==> config.mk <==
export PLATFORM = sky130hd
export DESIGN_NAME = drs_sequencer
export DESIGN_NICKNAME = d
export VERILOG_FILES = /design/src/hw/drs_sequencer.v /design/src/hw/drs_interval_timer.v
export VERILOG_INCLUDE_DIRS = /design/src /design/src/include
export SDC_FILE = /design/constraint.sdc
export NUM_CORES = 1
export LEC_CHECK = 0
export ABC_AREA = 1
export ABC_CLOCK_PERIOD_IN_PS = 2090
export BUFFER_PORTS_ARGS = -buffer_cell sky130_fd_sc_hd__buf_2
export CORE_UTILIZATION = 49
export DETAILED_ROUTE_END_ITERATION = 10
export PLACE_DENSITY = 0.76
export SYNTH_ARGS = -nofsm -noshare
export SYNTH_HDL_FRONTEND = slang
export SYNTH_SLANG_ARGS = --single-unit
==> constraint.sdc <==
create_clock -name clk_sys -period 2.09 [get_ports clk_sys]
set_input_delay 0.209 -clock clk_sys [delete_from_list [all_inputs] [get_ports clk_sys]]
set_output_delay 0.209 -clock clk_sys [all_outputs]
set_load 0.02 [all_outputs]
==> src/include/drs_consts.vh <==
`ifndef DRS_CONSTS_VH
`define DRS_CONSTS_VH

// clock rate and interval lengths
`define DRS_CLK_MHZ        125
`define DRS_T_BST_SS_US    470
`define DRS_T_SS_LONG_P_US 1200
`define DRS_T_SS_LONG_N_US 1800
`define DRS_T_SS_SHORT_US  700
`define DRS_T_DELAY_US     2000

// register addresses
`define DRS_ADDR_W         8
`define DRS_ADDR_ENABLE    8'h02
`define DRS_ADDR_SEQ       8'h04
`define DRS_ADDR_OPT       8'h05

// reset values
`define DRS_RST_ENABLE     8'h07
`define DRS_RST_SEQ        8'h00
`define DRS_RST_OPT        8'h00
`define DRS_RDATA_NONE     8'h00

// enable register fields
`define DRS_EN_BST         0
`define DRS_EN_NEG         1
`define DRS_EN_POS         2
`define DRS_EN_TOGETHER    6

// sequencing register field
`define DRS_SEQ_DIS        4

// option register fields
`define DRS_OPT_OFF_IMM    4
`define DRS_OPT_SS_LONG    7

`endif

==> src/hw/drs_sequencer.v <==
// What this block does
// RULE_01: boost starts on supply, any pin, bit
// RULE_02: positive rail needs pin, boost done, bit
// RULE_03: negative rail at later of delay, pin
// RULE_04: sequencing bit removes negative power-on delay
// RULE_05: option bit picks long or short soft-start
// RULE_06: sequencing off: both rails start together
// RULE_07: soft-start lengths set for default voltages
// RULE_08: low pins shut their rails, both: all
// RULE_09: option bit picks delayed or immediate power-off
// RULE_10: supply lockout drops every rail at once
// RULE_11: discharge on negative fall, release, re-enable
// RULE_12: enable register bits gate negative, positive
// RULE_13: register writes take effect at stop
// RULE_14: enable bit six: negative with positive
// RULE_15: host lowers pins before disabling by register
// RULE_16: pin-only host leaves enable bits set
// RULE_17: tied pins: positive first, negative later
// RULE_18: rail enable bits reset to one
// RULE_19: enable pins assumed low when unconnected
// RULE_20: every interval is a timebase counter
`timescale 1ns/10ps
`default_nettype none
`include "drs_consts.vh"

module drs_sequencer #(
    parameter TW = 18,
    // RULE_07 nominal lengths; fixed, not scaled with the programmed voltage
    parameter integer T_BST_CYC  = `DRS_T_BST_SS_US * `DRS_CLK_MHZ,
    parameter integer T_PL_CYC   = `DRS_T_SS_LONG_P_US * `DRS_CLK_MHZ,
    parameter integer T_NL_CYC   = `DRS_T_SS_LONG_N_US * `DRS_CLK_MHZ,
    parameter integer T_SH_CYC   = `DRS_T_SS_SHORT_US * `DRS_CLK_MHZ,
    parameter integer T_DLY_CYC  = `DRS_T_DELAY_US * `DRS_CLK_MHZ
) (
    input  wire                   clk_sys,
    input  wire                   resetn,
    input  wire                   ce,
    input  wire                   positive_enable_pin,
    input  wire                   negative_enable_pin,
    input  wire                   input_supply_ok,
    input  wire                   reg_wr_en,
    input  wire                   reg_rd_en,
    input  wire [`DRS_ADDR_W-1:0] reg_addr,
    input  wire [7:0]             reg_wdata,
    input  wire                   i2c_stop,
    output reg  [7:0]             reg_rdata_q,
    output reg                    boost_rail_en_q,
    output reg                    positive_rail_en_q,
    output reg                    negative_rail_en_q,
    output wire                   boost_ss_busy,
    output wire                   positive_ss_busy,
    output wire                   negative_ss_busy,
    output reg                    positive_discharge_en_q
);

    localparam [TW-1:0] L_BST = T_BST_CYC[TW-1:0];
    localparam [TW-1:0] L_PL  = T_PL_CYC[TW-1:0];
    localparam [TW-1:0] L_NL  = T_NL_CYC[TW-1:0];
    localparam [TW-1:0] L_SH  = T_SH_CYC[TW-1:0];
    localparam [TW-1:0] L_DLY = T_DLY_CYC[TW-1:0];

    // pin synchronisers
    reg p_m_q;
    reg p_s_q;
    reg n_m_q;
    reg n_s_q;
    reg u_m_q;
    reg u_s_q;
    reg p_prev_q;
    reg n_prev_q;

    // committed and staged registers
    reg [7:0] en_q;
    reg [7:0] seq_q;
    reg [7:0] opt_q;
    reg [7:0] en_pend_q;
    reg [7:0] seq_pend_q;
    reg [7:0] opt_pend_q;
    reg       en_pv_q;
    reg       seq_pv_q;
    reg       opt_pv_q;

    reg bst_rdy_q;
    reg ndly_ok_q;

    wire bst_busy;
    wire bst_done;
    wire pos_busy;
    wire neg_busy;
    wire ndly_busy;
    wire ndly_done;
    wire off_busy;
    wire dis_done;

    wire p_fall   = p_prev_q & ~p_s_q;
    wire n_fall   = n_prev_q & ~n_s_q;
    wire uv_ok    = u_s_q;
    wire ss_long  = opt_q[`DRS_OPT_SS_LONG];
    wire off_imm  = opt_q[`DRS_OPT_OFF_IMM];
    wire en_bst   = en_q[`DRS_EN_BST];
    wire en_neg   = en_q[`DRS_EN_NEG];
    wire en_pos   = en_q[`DRS_EN_POS];
    // RULE_04 sequencing bit, RULE_14 enable bit six
    wire together = seq_q[`DRS_SEQ_DIS] | en_q[`DRS_EN_TOGETHER];

    // RULE_09 delayed power-off only when the option bit is clear
    wire off_start = p_fall & positive_rail_en_q & ~off_imm & en_pos &
                     uv_ok;
    wire off_clr   = ~uv_ok | p_s_q | ~en_pos;
    // hold from the fall cycle on, before the counter reports busy
    wire off_run   = off_busy | off_start;

    // RULE_09 positive held while the power-off delay runs
    wire pos_hold = positive_rail_en_q & off_run;

    // RULE_01 boost needs supply, a pin (or hold) and bit
    wire bst_want = uv_ok & en_bst & (p_s_q | n_s_q | pos_hold);

    // RULE_02 positive needs pin, boost done and bit
    wire pos_want = bst_want & bst_rdy_q & en_pos & (p_s_q | off_run);

    // RULE_03 later of delay expiry and pin; RULE_06 bypass
    wire neg_want = bst_want & bst_rdy_q & en_neg & n_s_q &
                    (ndly_ok_q | together);

    wire pos_rise = pos_want & ~positive_rail_en_q;
    wire neg_rise = neg_want & ~negative_rail_en_q;

    // RULE_17 negative delay restarts when positive comes up later
    wire ndly_start = bst_done | (pos_rise & ~negative_rail_en_q &
                                  bst_rdy_q);

    // RULE_05 long or short soft-start per option bit
    wire [TW-1:0] pos_len = ss_long ? L_PL : L_SH;
    wire [TW-1:0] neg_len = ss_long ? L_NL : L_SH;

    // RULE_19 pins pulled low outside, so resets sample low
    always @(posedge clk_sys or negedge resetn) begin
        if (!resetn) begin
            p_m_q    <= 1'b0;
            p_s_q    <= 1'b0;
            n_m_q    <= 1'b0;
            n_s_q    <= 1'b0;
            u_m_q    <= 1'b0;
            u_s_q    <= 1'b0;
            p_prev_q <= 1'b0;
            n_prev_q <= 1'b0;
        end else if (ce) begin
            p_m_q    <= positive_enable_pin;
            p_s_q    <= p_m_q;
            n_m_q    <= negative_enable_pin;
            n_s_q    <= n_m_q;
            u_m_q    <= input_supply_ok;
            u_s_q    <= u_m_q;
            p_prev_q <= p_s_q;
            n_prev_q <= n_s_q;
        end
    end

    // register staging; a write in the stop cycle stays pending
    always @(posedge clk_sys or negedge resetn) begin
        if (!resetn) begin
            // RULE_18 rail enable bits come out of reset set
            en_q       <= `DRS_RST_ENABLE;
            seq_q      <= `DRS_RST_SEQ;
            opt_q      <= `DRS_RST_OPT;
            en_pend_q  <= `DRS_RST_ENABLE;
            seq_pend_q <= `DRS_RST_SEQ;
            opt_pend_q <= `DRS_RST_OPT;
            en_pv_q    <= 1'b0;
            seq_pv_q   <= 1'b0;
            opt_pv_q   <= 1'b0;
        end else if (ce) begin
            // RULE_13 staged bytes commit at the stop condition
            if (i2c_stop) begin
                if (en_pv_q) begin
                    en_q <= en_pend_q;
                end
                if (seq_pv_q) begin
                    seq_q <= seq_pend_q;
                end
                if (opt_pv_q) begin
                    opt_q <= opt_pend_q;
                end
                en_pv_q  <= 1'b0;
                seq_pv_q <= 1'b0;
                opt_pv_q <= 1'b0;
            end
            if (reg_wr_en) begin
                case (reg_addr)
                    // RULE_12 bits gate negative and positive rails
                    `DRS_ADDR_ENABLE: begin
                        en_pend_q <= reg_wdata;
                        en_pv_q   <= 1'b1;
                    end
                    `DRS_ADDR_SEQ: begin
                        seq_pend_q <= reg_wdata;
                        seq_pv_q   <= 1'b1;
                    end
                    `DRS_ADDR_OPT: begin
                        opt_pend_q <= reg_wdata;
                        opt_pv_q   <= 1'b1;
                    end
                    default: begin
                    end
                endcase
            end
        end
    end

    always @(posedge clk_sys or negedge resetn) begin
        if (!resetn) begin
            reg_rdata_q <= `DRS_RDATA_NONE;
        end else if (ce && reg_rd_en) begin
            case (reg_addr)
                `DRS_ADDR_ENABLE: reg_rdata_q <= en_q;
                `DRS_ADDR_SEQ:    reg_rdata_q <= seq_q;
                `DRS_ADDR_OPT:    reg_rdata_q <= opt_q;
                default:          reg_rdata_q <= `DRS_RDATA_NONE;
            endcase
        end
    end

    // rail state; RULE_10 lockout falls through every want term
    always @(posedge clk_sys or negedge resetn) begin
        if (!resetn) begin
            boost_rail_en_q    <= 1'b0;
            bst_rdy_q          <= 1'b0;
            positive_rail_en_q <= 1'b0;
            negative_rail_en_q <= 1'b0;
            ndly_ok_q          <= 1'b0;
        end else if (ce) begin
            // RULE_08 rails follow their pins, boost needs either
            boost_rail_en_q    <= bst_want;
            positive_rail_en_q <= pos_want;
            negative_rail_en_q <= neg_want;
            // RULE_20 boost completion from its counter expiry
            if (!bst_want) begin
                bst_rdy_q <= 1'b0;
            end else if (bst_done) begin
                bst_rdy_q <= 1'b1;
            end
            if (!bst_want) begin
                ndly_ok_q <= 1'b0;
            end else if (ndly_start) begin
                ndly_ok_q <= 1'b0;
            end else if (ndly_done) begin
                ndly_ok_q <= 1'b1;
            end
        end
    end

    // discharge resistor starts engaged while the rail is off
    always @(posedge clk_sys or negedge resetn) begin
        if (!resetn) begin
            positive_discharge_en_q <= 1'b1;
        end else if (ce) begin
            // RULE_11 engage on falls, release after interval
            if (pos_rise) begin
                positive_discharge_en_q <= 1'b0;
            end else if (p_fall || n_fall || !uv_ok) begin
                positive_discharge_en_q <= 1'b1;
            end else if (dis_done && p_s_q) begin
                positive_discharge_en_q <= 1'b0;
            end
        end
    end

    // RULE_20 one counter per interval
    drs_interval_timer #(.TW(TW)) u_bst_ss (
        .clk_sys (clk_sys),
        .resetn  (resetn),
        .ce      (ce),
        .clr     (~bst_want),
        .start   (bst_want & ~boost_rail_en_q),
        .len     (L_BST),
        .busy_q  (bst_busy),
        .done_q  (bst_done)
    );

    drs_interval_timer #(.TW(TW)) u_pos_ss (
        .clk_sys (clk_sys),
        .resetn  (resetn),
        .ce      (ce),
        .clr     (~pos_want),
        .start   (pos_rise),
        .len     (pos_len),
        .busy_q  (pos_busy),
        .done_q  ()
    );

    drs_interval_timer #(.TW(TW)) u_neg_ss (
        .clk_sys (clk_sys),
        .resetn  (resetn),
        .ce      (ce),
        .clr     (~neg_want),
        .start   (neg_rise),
        .len     (neg_len),
        .busy_q  (neg_busy),
        .done_q  ()
    );

    // RULE_03 power-on delay counted from boost completion
    drs_interval_timer #(.TW(TW)) u_neg_dly (
        .clk_sys (clk_sys),
        .resetn  (resetn),
        .ce      (ce),
        .clr     (~bst_want),
        .start   (ndly_start),
        .len     (L_DLY),
        .busy_q  (ndly_busy),
        .done_q  (ndly_done)
    );

    // RULE_09 power-off delay after the positive pin falls
    drs_interval_timer #(.TW(TW)) u_off_dly (
        .clk_sys (clk_sys),
        .resetn  (resetn),
        .ce      (ce),
        .clr     (off_clr),
        .start   (off_start),
        .len     (L_DLY),
        .busy_q  (off_busy),
        .done_q  ()
    );

    // RULE_11 discharge window after the negative pin falls
    drs_interval_timer #(.TW(TW)) u_dis (
        .clk_sys (clk_sys),
        .resetn  (resetn),
        .ce      (ce),
        .clr     (1'b0),
        .start   (n_fall),
        .len     (L_DLY),
        .busy_q  (),
        .done_q  (dis_done)
    );

    // ramp flags come straight from the counters' busy flops
    assign boost_ss_busy    = bst_busy;
    assign positive_ss_busy = pos_busy;
    assign negative_ss_busy = neg_busy;

endmodule

`default_nettype wire

==> src/hw/drs_interval_timer.v <==
`timescale 1ns/10ps
`default_nettype none

module drs_interval_timer #(
    parameter TW = 18
) (
    input  wire          clk_sys,
    input  wire          resetn,
    input  wire          ce,
    input  wire          clr,
    input  wire          start,
    input  wire [TW-1:0] len,
    output reg           busy_q,
    output reg           done_q
);

    reg [TW-1:0] cnt_q;

    always @(posedge clk_sys or negedge resetn) begin
        if (!resetn) begin
            cnt_q  <= {TW{1'b0}};
            busy_q <= 1'b0;
            done_q <= 1'b0;
        end else if (ce) begin
            done_q <= 1'b0;
            if (start) begin
                cnt_q  <= len;
                busy_q <= 1'b1;
            end else if (clr) begin
                busy_q <= 1'b0;
            end else if (busy_q) begin
                cnt_q <= cnt_q - {{(TW-1){1'b0}}, 1'b1};
                if (cnt_q == {{(TW-1){1'b0}}, 1'b1}) begin
                    busy_q <= 1'b0;
                    done_q <= 1'b1;
                end
            end
        end
    end

endmodule

`default_nettype wire

==> reports/qor.yml, run 1 <==
critical_path:
  cp-end-kind: "flip-flop"
  reg2regPathDepth: 13
  cp_data_required_time_ns: 2.45
  critPathMaxFanout: 8
  crit_type: "reg2reg"
  crit_path_start_kind: "flip-flop"
  cp.arrival_ns: 2.45
floorplanning:
  fp-row-count: 51
  initial_core_util: 0.502
  dieWidth_um: 144
  io_pins: 40
  die-area_um2: 20600
  die_height_um: 144
  core_um2: 19600
synth:
  yosysTopAreaCell: "dfrtp_1"
  synthArstFlopShare: 1.00
  syn_inst: 1244
  synth_compound_area_frac: 0.0988
  yosysWarnings: 0
  syn-cell-area_um2: 9830
  synth_cell_types: 49
  ys_top_cells_by_count: "nand2_1 (304), dfrtp_1 (183), nor2_1 (157), inv_1 (145), o21ai_0 (99)"
  syn_avg_cell_area_um2: 7.90
  synth_top_family_by_area: "simple AND/OR/NAND/NOR gates"
  synth.area.mux_share: 0.00802
  synthAdderAreaFrac: 0.0153
  synth_flop_cell: "dfrtp_1"
  synth_xor_xnor_area_share: 0.0481
  synth_seq_cells: 190
  seq_area_frac_synth: 0.485
  netlist.area_leader.share: 0.466
  yosys.cell_count.top_type: "nand2_1"
  synth.area.top_cells: "dfrtp_1 (47%), nand2_1 (12%), nor2_1 (6.0%)"
  synth-simple-area-share: 0.276
  syn-num-nets: 1281
  synth-edff-count: 0
timing:
  rsz0062_at_grt: "true"
  timing.final.hold_violations: 0
  setup_viol: 1
  fin_ws_ns: -0.000552
  final_max_slew_viol_count: 0
  worst_pin_slew_ns: 0.606
  fmaxAchievable_ghz: 0.478
  finalClockSkew_ns: 0.0116
  slew_headroom: 0.595
  period_needed_ns: 2.09
  finalCritPeriodShare: 1.00
power:
  switching_share: 0.317
  clockPowerShare: 0.371
  combPwrFrac: 0.157
  vdd_drop_max_mv: 0.572
  pwr-share-seq: 0.472
  internal-power_uw: 6190
  p_leak_uw: 0.00572
  p_per_area_nw_per_um2: 781
  p_switching_uw: 2870
final_layout:
  final_cells: 1604
  fin_area_um2: 11600
  syn_to_final_growth_pct: 18.0
  nNetsFinal: 1363
  nFillCells: 1695
  multi_input_area_um2: 4620
  final_util: 0.592
  antenna_cells: 0
  drive_gt1_frac: 0.143
  register_area_um2: 4760
routing:
  vias_per_cell: 5.28
  drc: 0
  drt_iter0_drc: 510
  route.antenna.remaining_nets: 0
  dr.pass1.iters: 5
  vias: 8464
  wl_per_cell_um: 13.8
  totalWireLength_mm: 22.2
grt:
  grt_antenna_before_repair: 0
  first_global_vias: 7977
  grt_usage: 0.227
  grt_max_degree: 67
  grt_first_pass_wirelength_mm: 37.3
  gr-total-overflow: 0
cts:
  insertion_delay_ns: 0.44
  cts_buffers: 17
  root_buffer: "clkbuf_16"
  clock_path_buffers: 2
  htreeDepth: 4
  clk_pin_slew_ns: 0.08
  cts_tree: "built"
  cts_sinks: 190
placed_design:
  pre_cts_slack_ns: -0.0939
  portBuffers: 39
  hpwl_mm: 15.2
  place_inst: 1557
  gp_congestion: 0.903
  placed_area_um2: 10500
hold_path:
  holdPathStages: 3
  hp-class: "in2reg"
status:
  violations: "setup timing"
  status: "finished, violations left"
job:
  cap_violations: 0
## registers in the layout, summed over array words and instances, names as in the netlist, 8 cells and up
name,cells
en_pend_q,8
en_q,8
opt_pend_q,8
opt_q,8
reg_rdata_q,8
seq_pend_q,8
seq_q,8
u_bst_ss.cnt_q,18
u_dis.cnt_q,18
u_neg_dly.cnt_q,18
u_neg_ss.cnt_q,18
u_off_dly.cnt_q,18
u_pos_ss.cnt_q,18
## logic make-up after synthesis
| logic type | after synthesis |
|---|---|
| buffers and inverters | 175 |
| adder cells (fa/ha/maj) | 12 |
| XOR/XNOR | 54 |
| AO/OA/AOI/OAI | 174 |
| AND/OR/NAND/NOR | 632 |
| flip-flops | 190 |
| multiplexers | 7 |
## cells in the final DEF, fill, tap and decap left out, types with 4 or more instances in the layout
cell,n
clkbuf_16,18
nor3_1,23
buf_6,4
nor4_1,13
inv_1,143
nand2_2,7
xnor2_1,15
a21oi_1,36
o21ai_0,86
nand2_4,5
xor2_1,39
nor2_2,7
dfstp_2,7
o31ai_1,6
buf_2,38
ha_1,12
dfrtp_1,183
clkinv_8,5
o21ai_1,13
o211ai_1,7
mux2_2,7
inv_2,4
o21ai_2,5
nor2_1,150
nand3_2,10
nand2_1,297
nand4_1,16
buf_4,32
nand3_1,75
buf_12,6
dlygate4sd3_1,5
o221ai_1,9
nor2_4,7
nand3_4,5
## power by group through the flow
stage                     combinational (uW)  sequential [uW]  clock (uW)
after floorplan                         1020             4270           0
after global placement                  1330             4320           0
after detailed placement                1380             4330           0
after CTS                               1400             4270        3410
after global routing                    1650             4320        3570
final                                   1420             4270        3360
## cell type report
class	count	share of cell area
multi-input cells	879	0.398
clock inverters	15	0.0170
repair buffers	88	0.0603
clock buffers	17	0.0367
flip-flops and latches	190	0.411
well taps	265	0.0286
inverters	150	0.0491
## what timing repair did
| item | in CTS | in global routing |
|---|---|---|
| hold buffers | 5 | 0 |
| setup endpoints to repair | 35 | 77 |
| buffers inserted | 0 | 6 |
| pin swaps | 0 | 9 |
| gates cloned | 0 | 4 |
| endpoints found under the hold margin | 44 | 0 |
| gates resized for setup | 4 | 78 |
## critical path: stages, from the launching register on
cell and delay (ns):
dfstp_2 0.55, inv_2 0.05, nor2_4 0.11, nand3_4 0.08, buf_4 0.16, nand3_1 0.07, nand2_1 0.11, nor2_4 0.21
nand2_4 0.09, a21oi_4 0.15, buf_12 0.15, buf_12 0.14, nand3_2 0.06, o21ai_1 0.08
## path summary, 6_finish.rpt
| check | startpoint | endpoint | slack [ns] |
|---|---|---|---|
| worst max-delay path | en_q[2] | u_pos_ss.cnt_q[3] | -0.0006 |
| worst min-delay path | positive_enable_pin | p_m_q | 0.03 |
| worst max register to register | en_q[2] | u_pos_ss.cnt_q[3] | -0.0006 |
| worst min register to register | reg_rdata_q[5] | reg_rdata_q[5] | 0.48 |
| max in group asynchronous | resetn | en_q[1] | 1.10 |
| min in group asynchronous | resetn | u_pos_ss.cnt_q[13] | 0.28 |
## per-stage QoR
| stage | power [uW] | hold slack [ns] | TNS, ns |
|---|---|---|---|
| 6_report | 9060 | 0.0314 | -0.000552 |
| 3_5_place_dp | 5710 | 0.178 | -0.622 |
| 4_1_cts | 9080 | 0.0204 | 0 |
| 5_1_grt | 9540 | 0.0138 | -2.25 |
| 2_1_floorplan | 5300 | -0.0866 | 0 |
| 3_3_place_gp | 5660 | 0.173 | 0 |
## per-layer routing
metal | share of wire | global-route usage | routed length (um) | vias up
li1 | - | - | - | 4188
met1 | 0.47 | 0.304 | 10300 | 4064
met2 | 0.48 | 0.377 | 10700 | 191
met3 | 0.041 | 0.0417 | 910 | 21
met4 | 0.0093 | 0.0616 | 206 | 0
met5 | 0 | 0 | 0 | -
No activity file was read; power rests on OpenSTA's default activity.
==> run 2: changes to the inputs <==
PLACE_DENSITY = not set   (was 0.76)
PLACE_DENSITY_LB_ADDON = 0.15   (was not set)
==> run 2 against run 1 <==
  * The run now ends clean
  * First-iteration DRC count shrank 2.2%
  * Clock power grew 3%
  * Global-route usage shrank 0.15 points
  * Setup slack gained 0.050 ns
  * Clock skew is essentially flat
  * Critical path type unchanged
==> reports/qor.yml, run 2 (synthesized netlist as in run 1, its figures left out) <==
floorplanning:
  io_pins: 40  # unchanged
  fp-row-count: 51  # unchanged
  die-area_um2: 20600  # unchanged
  dieWidth_um: 144  # unchanged
  die_height_um: 144  # unchanged
  initial_core_util: 0.502  # unchanged
  core_um2: 19600  # unchanged
grt:
  first_global_vias: 7724  # -3.2%
  grt_first_pass_wirelength_mm: 36.9  # -0.94%
  gr-total-overflow: 0  # unchanged
  grt_max_degree: 58  # -13%
  grt_antenna_before_repair: 0  # unchanged
  grt_usage: 0.225  # -0.00153
hold_path:
  hp-class: "in2reg"
  hold_start: "reg_wdata[0]"
final_layout:
  nFillCells: 1780  # +5.0%
  nNetsFinal: 1365  # +0.15%
  syn_to_final_growth_pct: 17.6
  final_util: 0.590  # -0.00192
  fin_area_um2: 11600  # -0.32%
  antenna_cells: 0  # unchanged
  final_common_cell: "nand2_1"
  drive_gt1_frac: 0.138  # -0.00543
  most-common-layout-cells: "nand2_1 (301), dfrtp_1 (183), nor2_1 (148)"
routing:
  dr.pass1.iters: 4  # -1
  drt_iter0_drc: 499  # -2.2%
  totalWireLength_mm: 21.8  # -1.7%
  wl_per_cell_um: 13.6  # -1.9%
  drc: 0  # unchanged
  vias: 8171  # -3.5%
  vias_per_cell: 5.09  # -3.6%
  route.antenna.remaining_nets: 0  # unchanged
timing:
  finalClockSkew_ns: 0.0116  # +0.0000261 ns
  finalCritPeriodShare: 0.976  # -0.0241
  setup_viol: 0  # -1
  timing.final.hold_violations: 0  # unchanged
  period_needed_ns: 2.04  # -0.0504 ns
  final_max_slew_viol_count: 0  # unchanged
  fmaxAchievable_ghz: 0.490  # +2.5%
  rsz0062_at_grt: "true"
  worst_pin_slew_ns: 0.625  # +0.0192 ns
  slew_headroom: 0.582  # -0.0130
  timing.hold.ws_ns: 0.0473  # +0.0159 ns
  fin_ws_ns: 0.0498  # +0.0504 ns
cts:
  cts_sinks: 190  # unchanged
  insertion_delay_ns: 0.45  # about the same
  cts_buffers: 17  # unchanged
  cts_tree: "built"
  clk_pin_slew_ns: 0.08  # about the same
  clock_path_buffers: 2  # unchanged
  htreeDepth: 4  # unchanged
  root_buffer: "clkbuf_16"
power:
  p_leak_uw: 0.00572  # about the same
  p_per_area_nw_per_um2: 792  # +1.5%
  power_uw: 9160  # +1.1%
  vdd_drop_max_mv: 0.518  # -9.5%
critical_path:
  reg2reg_from: "en_q[2]"
  crit_type: "reg2reg"
  r2r_slack_ns: 0.05  # +0.05 ns
  crit_path_start_kind: "flip-flop"
  cp.arrival_ns: 2.42  # -0.03 ns
  critPathMaxFanout: 7  # -1
  cp_data_required_time_ns: 2.47  # +0.02 ns
  slowest_delay_ns: 0.54  # about the same
  cp_common_cell: "nand2_1"
  crit_start: "en_q[2]"
  cp-end-kind: "flip-flop"
  worstPathCellList: "inv_2, nor2_4, nand3_4, nand2_1, nand2_1, nand2_2, nand3_4, nor2_4, nand2_4, a21oi_4, buf_12, clkbuf_16, o211ai_1, nand2_1"
  slowest_stage: "dfstp_2"
job:
  cap_violations: 0  # unchanged
status:
  status: "finished, final reports clean"
placed_design:
  gp_congestion: 0.892  # -1.2%
  hpwl_mm: 15.2  # +0.23%
  portBuffers: 39  # unchanged
  placed_area_um2: 10600  # +0.26%
  pre_cts_slack_ns: -0.0233  # +0.0706 ns
-- run 2: cell types whose count changed in the layout (fill, tap and decap cells not counted), sizes merged --
cell	delta
clkinv	+1
clkinvlp	-1
bufinv	+2
inv	-2
clkbuf	+1
dlygate4sd3	+1
-- run 2: power by group --
part | internal (uW) | switching, uW
clock network | 1850 | 1620
registers | 3990 | 282
logic | 539 | 874
-- run 2: what timing repair did --
action                                  in CTS  in global routing
endpoints found under the setup margin      22                 90
buffers inserted                             0                  5
pin swaps                                    0                  5
gates cloned                                 0                  4
endpoints found under the hold margin       53                  0
gates resized for setup                      3                 55
hold buffers                                 6                  0
-- run 2: layer usage --
layer / track usage / part of all wire
met4: 0.0560 / 0.010
met2: 0.366 / 0.47
met1: 0.312 / 0.49
met5: 0 / 0
met3: 0.0393 / 0.035
-- run 2: final cells by class --
type	count	area (um2)	area share
Clock buffer	17	425	0.0368
Clock inverter	15	215	0.0186
Inverter	150	563	0.0487
Multi-Input combinational cell	879	4560	0.394
Sequential cell	190	4760	0.412
Tap cell	265	332	0.0287
Timing Repair Buffer	90	706	0.0610
-- run 2: path summary, 6_finish.rpt --
kind	cells past startpoint	end
worst min-delay path	3	en_pend_q[0]
worst max-delay path	14	u_pos_ss.cnt_q[17]
worst min register to register	2	u_off_dly.busy_q
worst max register to register	14	u_pos_ss.cnt_q[17]
max in group asynchronous	3	en_pend_q[1]
min in group asynchronous	2	u_pos_ss.cnt_q[14]
-- run 2: worst max-delay path: cells and delay by family (launching register included) --
family / cells / cell delay, ns
compound gates: 2 / 0.23
buf+inv: 3 / 0.35
flops: 1 / 0.54
simple gates: 9 / 0.85
-- run 2: per-stage QoR --
step	instances	setup TNS [ns]
after floorplan	1244	0
after global placement	1559	0
after detailed placement	1559	-0.138
after CTS	1597	0
after global routing	1606	-2.57
final	1606	0
==> run 3: changes to the inputs <==
ABC_CLOCK_PERIOD_IN_PS = 2450   (was 2090)
PLACE_DENSITY = 0.66   (was not set)
PLACE_DENSITY_LB_ADDON = not set   (was 0.15)
SETUP_SLACK_MARGIN = 0.05   (was not set)
clock period = 2.45 ns   (was 2.09 ns; I/O delays follow)
==> run 3 against run 2 <==
  * Clock skew is 0.0020 ns higher
  * Clock-buffer cell count unchanged
  * Fmax shrank 7.3%
  * Register-to-register slack improved by 0.20 ns
  * Sequential cell count did not move
  * Combinational power fell by 18%
  * Worst hold slack worse by 0.032 ns
==> reports/qor.yml, run 3 (synthesized netlist as in run 1, its figures left out) <==
cts:
  cts_sinks: 190  # unchanged
  insertion_delay_ns: 0.45  # about the same
  root_buffer: "clkbuf_16"
  clock_path_buffers: 2  # unchanged
  cts_tree: "built"
  cts_buffers: 17  # unchanged
  clk_pin_slew_ns: 0.07  # about the same
  htreeDepth: 4  # unchanged
floorplanning:
  dieWidth_um: 144  # unchanged
  die-area_um2: 20600  # unchanged
  io_pins: 40  # unchanged
  fp-row-count: 51  # unchanged
  core_um2: 19600  # unchanged
  die_height_um: 144  # unchanged
  initial_core_util: 0.502  # unchanged
power:
  p_per_area_nw_per_um2: 685  # -13%
  power_uw: 7620  # -17%
  pwr-share-seq: 0.479  # +0.013
  internal-power_uw: 5240  # -18%
  vdd_drop_max_mv: 0.431  # -17%
  p_leak_uw: 0.00554  # -3.2%
  clockPowerShare: 0.370  # -0.009
  switching_share: 0.312  # +0.00886
  p_switching_uw: 2380  # -14%
  combPwrFrac: 0.151  # -0.003
critical_path:
  cp_num_buf_inv: 2  # -1
  worstPathCellList: "inv_1, nor2_2, nand3_4, nand2_1, nand2_1, nand2_2, nand3_2, nor2_4, nand2_2, clkinvlp_4, nand2_1, nand3_1, o21ai_0"
  slowest_delay_ns: 0.55  # about the same
  slowest_stage: "dfstp_2"
  crit_type: "reg2reg"
  cp_data_required_time_ns: 2.77  # +0.30 ns
  cp-end-kind: "flip-flop"
  crit_path_start_kind: "flip-flop"
  cp_common_cell: "nand2_1"
  critPathMaxFanout: 10  # +3
  cp.arrival_ns: 2.52  # +0.10 ns
  critical_path.top_delay_family: "simple AND/OR/NAND/NOR gates"
timing:
  period_needed_ns: 2.20  # +0.160 ns
  finalClockSkew_ns: 0.0136  # +0.00196 ns
  rsz0062_at_grt: "true"
  slew_headroom: 0.548  # -0.0345
  fmaxAchievable_ghz: 0.455  # -7.3%
  timing.final.hold_violations: 0  # unchanged
  final_max_slew_viol_count: 0  # unchanged
  timing.hold.ws_ns: 0.0152  # -0.0321 ns
  finalCritPeriodShare: 0.898  # -0.0783
  finalSetupTns_ns: 0  # unchanged
  fin_ws_ns: 0.250  # +0.200 ns
  setup_viol: 0  # unchanged
  worst_pin_slew_ns: 0.677  # +0.0518 ns
placed_design:
  portBuffers: 39  # unchanged
  hpwl_mm: 15.3  # +0.45%
  gp_congestion: 0.877  # -1.6%
  pre_cts_slack_ns: 0.148  # +0.172 ns
grt:
  grt_usage: 0.231  # +0.00574
  grt_first_pass_wirelength_mm: 37.8  # +2.4%
  grt_antenna_before_repair: 0  # unchanged
  grt_max_degree: 72  # +24%
  gr-total-overflow: 0  # unchanged
  first_global_vias: 7984  # +3.4%
routing:
  drc: 0  # unchanged
  vias: 8232  # +0.75%
  route.antenna.remaining_nets: 0  # unchanged
  wl_per_cell_um: 13.7  # +0.93%
  vias_per_cell: 5.20  # +2.3%
  drt_iter0_drc: 441  # -12%
  totalWireLength_mm: 21.7  # -0.58%
  dr.pass1.iters: 5  # +1
final_layout:
  nNetsFinal: 1340  # -1.8%
  most-common-layout-cells: "nand2_1 (303), dfrtp_1 (183), nor2_1 (156)"
  syn_to_final_growth_pct: 13.1
  final_common_cell: "nand2_1"
  drive_gt1_frac: 0.107  # -0.0308
hold_path:
  hp-class: "in2reg"
status:
  status: "finished, final reports clean"
job:
  cap_violations: 0  # unchanged
[run 3: worst min-delay path, stage by stage]
cell     delay (ns)
buf_2          0.08
nand2_1        0.05
nand2_1        0.06
[run 3: stage by stage]
step	std cells	util	area [um2]
finish	1582	0.567	11100
CTS	1578	0.565	11100
global placement	1544	0.533	10400
global route	1581	0.567	11100
floorplan	1244	-	9830
detailed placement	1544	0.533	10400
[run 3: what timing repair did]
action                     4_1_cts  5_1_grt
setup endpoints to repair        0       55
hold buffers                     2        0
setup buffers                    0        2
hold endpoints to repair        63        0
resized for setup                0        6
[run 3: layout make-up]
type / count / area [um2]
fillers: 1846 / 8470
flip-flops and latches: 190 / 4760
multi-input cells: 880 / 4410
inverters: 150 / 567
repair buffers: 64 / 429
clock buffers: 17 / 425
well taps: 265 / 332
clock inverters: 15 / 188
diodes: 1 / 2.50
[run 3: worst paths after layout]
check / depth (start not counted) / from / endpoint / slack, ns
max reg2reg: 13 / en_q[2] / u_pos_ss.cnt_q[2] / 0.25
max: 13 / en_q[2] / u_pos_ss.cnt_q[2] / 0.25
min reg2reg: 2 / u_m_q / u_m_q / 0.47
min in group asynchronous: 2 / resetn / u_pos_ss.cnt_q[10] / 0.37
max in group asynchronous: 3 / resetn / en_pend_q[1] / 1.29
min: 3 / positive_enable_pin / p_m_q / 0.02
[run 3: power by group through the flow]
stage	sequential [uW]	clock, uW	combinational, uW
final	3640	2820	1150
after detailed placement	3700	0	1160
after global routing	3690	3000	1360
after global placement	3700	0	1130
after CTS	3640	2880	1170
after floorplan	3650	0	873
[run 3: routing by layer]
metal,vias to the layer above,track usage,wire [um]
met5,-,0,0
met4,0,0.0801,385
met3,30,0.0353,680
met2,147,0.379,10200
met1,3903,0.312,10400
li1,4152,-,-
